<file path="src/logic/etc_pkg.sv">
/*
 * package for the 8/16-bit timer/counter: register offsets, field positions,
 * reset values and timing counts.
 * assumes a 32-bit classic wishbone slave, one aligned word per register.
 */
package etc_pkg;
    // ****************************************
    // register map
    // ****************************************
    localparam logic [3:0] ETC_OFS_CONTROL = 4'h0;
    localparam logic [3:0] ETC_OFS_COUNT_LOW = 4'h4;
    localparam logic [3:0] ETC_OFS_HIGH_BUF = 4'h8;
    localparam logic [3:0] ETC_OFS_STATUS = 4'hC;
    // ****************************************
    // control and status fields
    // ****************************************
    localparam int ETC_BIT_RUN = 7;
    localparam int ETC_BIT_WIDTH = 6;
    localparam int ETC_BIT_SOURCE = 5;
    localparam int ETC_BIT_EDGE = 4;
    localparam int ETC_BIT_BYPASS = 3;
    localparam int ETC_RATIO_MSB = 2;
    localparam logic [7:0] ETC_CONTROL_RST = 8'hFF;
    localparam int ETC_BIT_OVF = 0;
    // ****************************************
    // timing
    // ****************************************
    localparam int ETC_CYC_PER_INSTR = 4;
    localparam int ETC_WRITE_HOLD_INSTR = 2;
    localparam int ETC_WRITE_HOLD_CYC = ETC_CYC_PER_INSTR * ETC_WRITE_HOLD_INSTR;
    localparam int ETC_PRESCALE_W = 8;
endpackage

</file>
<file path="src/logic/etc_edge_sync.sv">
/*
 * synchroniser and selectable edge detector for the external count pin.
 * assumes the pin is held at least two clocks in each level.
 */
`timescale 1ns/100ps
module etc_edge_sync (
    input wire logic clk_i,
    input wire logic rst_i,
    input wire logic pin_i,
    input wire logic falling_i,
    output logic edge_o
);
    logic meta_r;
    logic sync_r;
    logic last_r;

    // three flops; edge_o compares sync_r with last_r
    always_ff @(posedge clk_i) begin
        if (rst_i) begin
            meta_r <= 1'b0;
            sync_r <= 1'b0;
            last_r <= 1'b0;
        end else begin
            meta_r <= pin_i;
            sync_r <= meta_r;
            last_r <= sync_r;
        end
    end

    assign edge_o = falling_i ? (last_r & ~sync_r) : (~last_r & sync_r); // RULE_07 RULE_15
endmodule

</file>
<file path="src/logic/etc_timer.sv">
/*
 * 8/16-bit timer/counter with 8-bit prescaler behind a classic wishbone slave.
 * assumes synchronous inputs except the count pin, which is synchronised here.
 */
// Local design decisions: the Wishbone register port and the register offsets.
// Overview of operation
// RULE_01 - counter runs as 8-bit or 16-bit
// RULE_02 - overflow on wrap from all ones
// RULE_03 - own 8-bit prescaler, software-selected ratio
// RULE_04 - bit 7 runs or halts counting
// RULE_05 - bit 6 set means 8-bit width
// RULE_06 - bit 5 set counts external pin edges
// RULE_07 - bit 4 set selects falling edge
// RULE_08 - bit 3 set bypasses the prescaler
// RULE_09 - ratio code 000 divides by 2, 111 by 256
// RULE_10 - control fully read/write, resets to FFh
// RULE_11 - low byte write holds counting two instructions
// RULE_12 - low read latches high; low write loads high (code latches on a low read only in 16-bit width)
// RULE_13 - low byte write clears prescaler count (code clears it only while the prescaler is not bypassed)
// RULE_14 - overflow sets flag software reads and clears
// RULE_15 - external pin synchronised and edge-detected
`timescale 1ns/100ps
module etc_timer (
    input wire logic clk_i,
    input wire logic rst_i,
    input wire logic cyc_i,
    input wire logic stb_i,
    input wire logic we_i,
    input wire logic [3:0] adr_i,
    input wire logic [3:0] sel_i,
    input wire logic [31:0] dat_i,
    output logic [31:0] dat_o,
    output logic ack_o,
    input wire logic count_pin_i,
    output logic overflow_flag_o
);
    import etc_pkg::*;

    typedef enum logic [1:0] {
        ETC_IDLE = 2'b01,
        ETC_ACK = 2'b10
    } etc_bus_e;

    // ****************************************
    // bus slave
    // ****************************************
    etc_bus_e bus_r;
    logic req;
    logic wr_req;
    logic rd_req;
    logic wr_low;
    logic rd_low;
    logic wr_ctrl;
    logic wr_hbuf;
    logic wr_stat;

    // one wait state, then a single-cycle ack
    assign req = cyc_i & stb_i & (bus_r == ETC_IDLE);
    // writes with the low byte lane off are dropped, still acked
    assign wr_req = req & we_i & sel_i[0];
    assign rd_req = req & ~we_i;
    assign wr_low = wr_req & (adr_i == ETC_OFS_COUNT_LOW);
    assign rd_low = rd_req & (adr_i == ETC_OFS_COUNT_LOW);
    assign wr_ctrl = wr_req & (adr_i == ETC_OFS_CONTROL);
    assign wr_hbuf = wr_req & (adr_i == ETC_OFS_HIGH_BUF);
    assign wr_stat = wr_req & (adr_i == ETC_OFS_STATUS);

    always_ff @(posedge clk_i) begin
        if (rst_i) begin
            bus_r <= ETC_IDLE;
        end else begin
            case (bus_r)
                ETC_IDLE: begin
                    if (cyc_i & stb_i) begin
                        bus_r <= ETC_ACK;
                    end
                end
                ETC_ACK: begin
                    // never stretched; the master drops the request now
                    bus_r <= ETC_IDLE;
                end
                default: begin
                    bus_r <= ETC_IDLE;
                end
            endcase
        end
    end

    // ack is a flop of its own so the port stays glitch free
    always_ff @(posedge clk_i) begin
        if (rst_i) begin
            ack_o <= 1'b0;
        end else begin
            ack_o <= req;
        end
    end

    // ****************************************
    // control register
    // ****************************************
    logic [7:0] control_r;
    logic run_enable;
    logic width_select;
    logic source_select;
    logic edge_select;
    logic prescaler_bypass;
    logic [2:0] prescale_ratio;

    always_ff @(posedge clk_i) begin
        if (rst_i) begin
            control_r <= ETC_CONTROL_RST; // RULE_10
        end else if (wr_ctrl) begin
            control_r <= dat_i[7:0]; // RULE_10
        end
    end

    assign run_enable = control_r[ETC_BIT_RUN];
    assign width_select = control_r[ETC_BIT_WIDTH];
    assign source_select = control_r[ETC_BIT_SOURCE];
    assign edge_select = control_r[ETC_BIT_EDGE];
    assign prescaler_bypass = control_r[ETC_BIT_BYPASS];
    assign prescale_ratio = control_r[ETC_RATIO_MSB:0];

    // ****************************************
    // clock source
    // ****************************************
    logic [1:0] instr_div_r;
    logic instr_tick;
    logic pin_edge;
    logic src_tick;

    // instruction cycle is four core clocks
    always_ff @(posedge clk_i) begin
        if (rst_i) begin
            instr_div_r <= 2'h0;
        end else begin
            instr_div_r <= instr_div_r + 2'h1;
        end
    end
    assign instr_tick = (instr_div_r == 2'(ETC_CYC_PER_INSTR - 1));

    etc_edge_sync u_edge (
        .clk_i(clk_i),
        .rst_i(rst_i),
        .pin_i(count_pin_i),
        .falling_i(edge_select),
        .edge_o(pin_edge)
    );

    assign src_tick = source_select ? pin_edge : instr_tick; // RULE_06

    // ****************************************
    // prescaler
    // ****************************************
    logic [ETC_PRESCALE_W-1:0] pre_r;
    logic [ETC_PRESCALE_W-1:0] pre_mask;
    logic pre_tick;
    logic cnt_tick;

    logic pre_clr;
    logic pre_run;

    // low-bit masks: 000 -> /2 up to 111 -> /256
    always_comb begin
        pre_mask = 8'h01;
        case (prescale_ratio)
            3'h0: pre_mask = 8'h01; // RULE_09
            3'h1: pre_mask = 8'h03;
            3'h2: pre_mask = 8'h07;
            3'h3: pre_mask = 8'h0F;
            3'h4: pre_mask = 8'h1F;
            3'h5: pre_mask = 8'h3F;
            3'h6: pre_mask = 8'h7F;
            3'h7: pre_mask = 8'hFF; // RULE_09
            default: pre_mask = 8'h01;
        endcase
    end
    assign pre_tick = src_tick & ((pre_r & pre_mask) == pre_mask);

    // a write clears the count only while assigned; bypass keeps it
    assign pre_clr = wr_low & ~prescaler_bypass; // RULE_13
    assign pre_run = src_tick & run_enable & ~prescaler_bypass; // RULE_03

    always_ff @(posedge clk_i) begin
        if (rst_i) begin
            pre_r <= '0;
        end else if (pre_clr) begin
            pre_r <= '0; // RULE_13
        end else if (pre_run) begin
            pre_r <= pre_r + ETC_PRESCALE_W'(1); // RULE_03
        end
    end

    assign cnt_tick = prescaler_bypass ? src_tick : pre_tick; // RULE_08

    // ****************************************
    // counter
    // ****************************************
    logic [7:0] low_r;
    logic [7:0] high_r;
    logic [7:0] high_buf_r;
    logic [3:0] hold_r;
    logic hold_done;
    logic cnt_adv;
    logic wrap;

    // an overflow only when the active width is all ones
    assign wrap = (low_r == 8'hFF) & (width_select | (high_r == 8'hFF)); // RULE_02 RULE_05
    assign hold_done = (hold_r == 4'h0); // RULE_11
    // a low-byte write owns the counter in its own cycle
    assign cnt_adv = cnt_tick & run_enable & hold_done & ~wr_low; // RULE_04 RULE_11

    // ****************************************
    // write hold window
    // ****************************************
    // counted in core clocks, two instruction cycles long after the write cycle
    always_ff @(posedge clk_i) begin
        if (rst_i) begin
            hold_r <= 4'h0;
        end else if (wr_low) begin
            hold_r <= 4'(ETC_WRITE_HOLD_CYC); // RULE_11
        end else if (!hold_done) begin
            hold_r <= hold_r - 4'h1;
        end
    end

    always_ff @(posedge clk_i) begin
        if (rst_i) begin
            low_r <= 8'h00;
        end else if (wr_low) begin
            low_r <= dat_i[7:0];
        end else if (cnt_adv) begin
            low_r <= low_r + 8'h01;
        end
    end

    // high byte does not count in 8-bit width; a low write still loads it
    always_ff @(posedge clk_i) begin
        if (rst_i) begin
            high_r <= 8'h00;
        end else if (wr_low) begin
            high_r <= high_buf_r; // RULE_12
        end else if (cnt_adv & ~width_select & (low_r == 8'hFF)) begin
            high_r <= high_r + 8'h01; // RULE_01
        end
    end

    // ****************************************
    // high buffer
    // ****************************************
    // latched on a low read in 16-bit width so software sees a coherent 16-bit pair
    always_ff @(posedge clk_i) begin
        if (rst_i) begin
            high_buf_r <= 8'h00;
        end else if (rd_low & ~width_select) begin
            high_buf_r <= high_r; // RULE_12
        end else if (wr_hbuf) begin
            high_buf_r <= dat_i[7:0];
        end
    end

    // ****************************************
    // overflow flag
    // ****************************************
    logic flag_set;
    logic flag_clr;

    assign flag_set = cnt_adv & wrap; // RULE_14
    assign flag_clr = wr_stat & dat_i[ETC_BIT_OVF]; // RULE_14

    // set wins over a same-cycle software clear
    always_ff @(posedge clk_i) begin
        if (rst_i) begin
            overflow_flag_o <= 1'b0;
        end else if (flag_set) begin
            overflow_flag_o <= 1'b1; // RULE_14
        end else if (flag_clr) begin
            overflow_flag_o <= 1'b0; // RULE_14
        end
    end

    // ****************************************
    // read data
    // ****************************************
    logic [31:0] rd_word;

    // unmapped offsets read as zero
    always_comb begin
        rd_word = 32'h0000_0000;
        case (adr_i)
            ETC_OFS_CONTROL: rd_word = {24'h00_0000, control_r}; // RULE_10
            ETC_OFS_COUNT_LOW: rd_word = {24'h00_0000, low_r};
            ETC_OFS_HIGH_BUF: rd_word = {24'h00_0000, high_buf_r}; // RULE_12
            ETC_OFS_STATUS: rd_word = {31'h0000_0000, overflow_flag_o}; // RULE_14
            default: rd_word = 32'h0000_0000;
        endcase
    end

    // held until the next read so a slow master may take it late
    always_ff @(posedge clk_i) begin
        if (rst_i) begin
            dat_o <= 32'h0000_0000;
        end else if (rd_req) begin
            dat_o <= rd_word;
        end
    end
endmodule

</file>
<file path="config.mk">
export PLATFORM = sky130hd
export DESIGN_NAME = etc_timer
export DESIGN_NICKNAME = d
export VERILOG_FILES = /design/src/logic/etc_pkg.sv /design/src/logic/etc_edge_sync.sv /design/src/logic/etc_timer.sv
export SDC_FILE = /design/constraint.sdc
export NUM_CORES = 1
export LEC_CHECK = 0
export BUFFER_PORTS_ARGS = -buffer_cell sky130_fd_sc_hd__buf_2
export CAP_MARGIN = 0
export CORE_MARGIN = 4
export CORE_UTILIZATION = 45
export CTS_CLUSTER_DIAMETER = 80
export DETAILED_ROUTE_END_ITERATION = 8
export PLACE_DENSITY = 0.68
export SLEW_MARGIN = 20
export SYNTH_ARGS = -nofsm -noshare
export SYNTH_HDL_FRONTEND = slang
export SYNTH_SLANG_ARGS = --single-unit
</file>
<file path="constraint.sdc">
create_clock -name clk_i -period 2.74 [get_ports clk_i]
set_input_delay 0.274 -clock clk_i [delete_from_list [all_inputs] [get_ports clk_i]]
set_output_delay 0.274 -clock clk_i [all_outputs]
set_load 0.05 [all_outputs]
</file>
==> impl_metrics.yaml <==
floorplanning:
  start_util: 0.472
  io_pins: 80
  die_w_um: 96.1
  dieArea_mm2: 0.00924
  die_h_um: 96.1
  core_mm2: 0.00741
  rows: 31
clocking:
  clock_path_buffers: 2
  htreeDepth: 3
  postCtsSetupBuffers: 0
  clk_latency_ns: 0.34
  post_cts_resized: 0
  path_clk_slew_ns: 0.07
  numClockSinks: 68
  holdBufCountCts: 0
  clock-root-buffer: "clkbuf_8"
  cts_made_buffers: 9
  cts_tree: "done"
logic_synthesis:
  synth_compound_area_frac: 0.158
  yosysTopAreaCellShare: 0.390
  synthesis.area_mm2: 0.00349
  synth_edf_count: 0
  yosys_warnings: 0
  yosysTopAreaCell: "dfxtp_1"
  yosys.area_share.simple: 0.257
  synthMuxAreaShare: 0.0584
  synth_xor_area_frac: 0.0226
  synthArstFlopShare: 0
  ys.flop_type: "dfxtp_1"
  synthTopCellsByArea: "dfxtp_1 39%, buf_4 5.2%, mux2i_1 4.9%"
  synth_top_cells_by_count: "68 x dfxtp_1, 43 x nor2_1, 28 x nand2_1"
  synth.distinct_cells: 60
  synth_top_family_by_area: "simple AND/OR/NAND/NOR gates"
  avgSynthCellArea_um2: 8.63
  yosysMostFrequentCell: "dfxtp_1"
  synth-seq-cells: 68
  synthAdderAreaFrac: 0.0215
  synthCells: 405
  yosysSeqAreaShare: 0.390
drt:
  wire_per_inst_um: 15.4
  drc_errors: 0
  drtAntennaViolNets: 0
  vias: 2996
  first_pass_iters: 4
  wl_mm: 8.27
  viasPerCell: 5.57
  initialDrtViolationCount: 273
global_routing:
  overflow: 0
  antenna_found_initial: 0
  grt_usage: 0.192
  grt_pass1_vias: 2759
  grt_start_max_net_pins: 44
  grt_pass1_wl_mm: 13.5
timing:
  slew_headroom: 0.436
  timing.final.crit_share: 0.829
  worst_slew_pin_slew_ns: 0.845
  slew_viol_final: 0
  fin_worst_skew_ns: 0.00820
  rsz0062_at_grt: "no"
  worst_hold_slack_ns: 0.136
  period_needed_ns: 2.27
  finalHoldViolCount: 0
  fin_tns_setup_ns: 0
  max_freq_mhz: 440
  setup_viol: 0
layout:
  syn2layout_area_growth_pct: 11.1
  antennaDiodeCount: 0
  layout-drive-gt1-share: 0.159
  utilization: 0.524
  fin_nets: 486
  stdcell_count: 538
power:
  finalPower_mw: 2.29
  irDropWorstVdd_v: 0.000282
  p_per_area_mw_per_mm2: 590
  total_leakage_power_nw: 1.61
worst_setup_path:
  end_kind: "register"
  crit_path_start_kind: "register"
  reg2reg_slack_ns: 0.47
  endpoint: "high_r[0]$_SDFFE_PP0P_"
  worstPathArrival_ns: 2.52
  crit_type: "reg -> reg"
  crit_fanout: 23
  rr_startpoint: "pre_r[3]$_SDFFE_PP0P_"
  crit_path_start: "pre_r[3]$_SDFFE_PP0P_"
  reg2reg_to: "high_r[0]$_SDFFE_PP0P_"
  required_ns: 2.99
  reg2regPathDepth: 4
place:
  gp_congestion: 0.831
  io_buffer_count: 28
  hpwlAfterDp_mm: 6.02
  place_inst: 522
outcome:
  status: "finished clean"
min_path:
  hp-class: "in -> reg"
job:
  cap_violations: 0
## final cells by class
cell class              instances  area (um2)
inverters                      17        63.8
flip-flops and latches         68        1360
repair buffers                 39         223
clock buffers                  11         151
fillers                       719        3530
multi-input cells             299        1900
clock inverters                 5        60.1
well taps                      99         124
## report_power, final
| group | switching [mW] | internal (mW) | total, mW |
|---|---|---|---|
| registers | 0.0290 | 1.02 | 1.05 |
| clock network | 0.387 | 0.469 | 0.856 |
| logic | 0.250 | 0.133 | 0.382 |
## registers in the layout, summed over array words and instances (netlist names), 2 cells and up
| register | cells |
|---|---|
| low_r | 8 |
| hold_r | 4 |
| instr_div_r | 2 |
| pre_r | 8 |
| high_r | 8 |
| high_buf_r | 8 |
| bus_r | 2 |
| pre_mask | 7 |
| control_r | 8 |
| dat_o | 8 |
## per-stage QoR
step | worst slack, ns | instance area, um2
floorplan | 0.825 | 3580
global placement | 0.473 | 3670
detailed placement | 0.443 | 3670
CTS | 0.471 | 3880
global route | 0.302 | 3880
finish | 0.468 | 3880
## how the worst min path moves through the flow
stage	slack (ns)	to	from	cells past startpoint
global placement	0.40	instr_div_r[0]$_SDFF_PP0_	instr_div_r[0]$_SDFF_PP0_	1
detailed placement	0.41	instr_div_r[0]$_SDFF_PP0_	instr_div_r[0]$_SDFF_PP0_	1
finish	0.14	u_edge.meta_r$_SDFF_PP0_	count_pin_i	2
CTS	0.12	u_edge.meta_r$_SDFF_PP0_	count_pin_i	2
global route	0.13	u_edge.meta_r$_SDFF_PP0_	count_pin_i	2
floorplan	0.39	instr_div_r[0]$_SDFF_PP0_	instr_div_r[0]$_SDFF_PP0_	1
## placed cells by master, fill, tap and decap left out, types with 3 or more instances in the layout
master       n
o21ai_0     18
conb_1      24
nand3_1     17
inv_1       15
or3_1        5
dfxtp_1     68
xor2_1       6
a21oi_1     11
clkinvlp_4   4
nor2b_1      6
buf_2       28
o31ai_1      6
nor2_1      43
a211oi_1     3
or4_1        4
nor3_1      14
and2_1       4
buf_4       11
mux2i_1     17
nand2_1     28
o22ai_1      3
a311oi_1     8
xnor2_1      3
ha_1         6
nand4_1     11
a22oi_1     15
clkbuf_8    11
and3_1      10
## worst max-delay path: stages, from the launching register on
cell	delay [ns]
dfxtp_1	0.40
o22ai_1	0.14
o41a_1	0.74
or4_1	0.61
a311oi_1	0.28
## routing by layer
layer / vias to the layer above / GRT usage / part of all wire
li1: 1476 / - / -
met1: 1423 / 0.245 / 0.45
met2: 88 / 0.310 / 0.47
met3: 9 / 0.0516 / 0.062
met4: 0 / 0.0711 / 0.013
met5: - / 0 / 0
## logic make-up after synthesis
| kind of cell | count (synthesis) |
|---|---|
| other | 1 |
| and+or+nand+nor | 163 |
| DFF | 68 |
| muxes | 19 |
| AOI/OAI and AO/OA | 78 |
| buffers and inverters | 61 |
| adders and majority gates | 6 |
| xor gates and xnor gates | 9 |
Power figures use the tool's default switching activity.
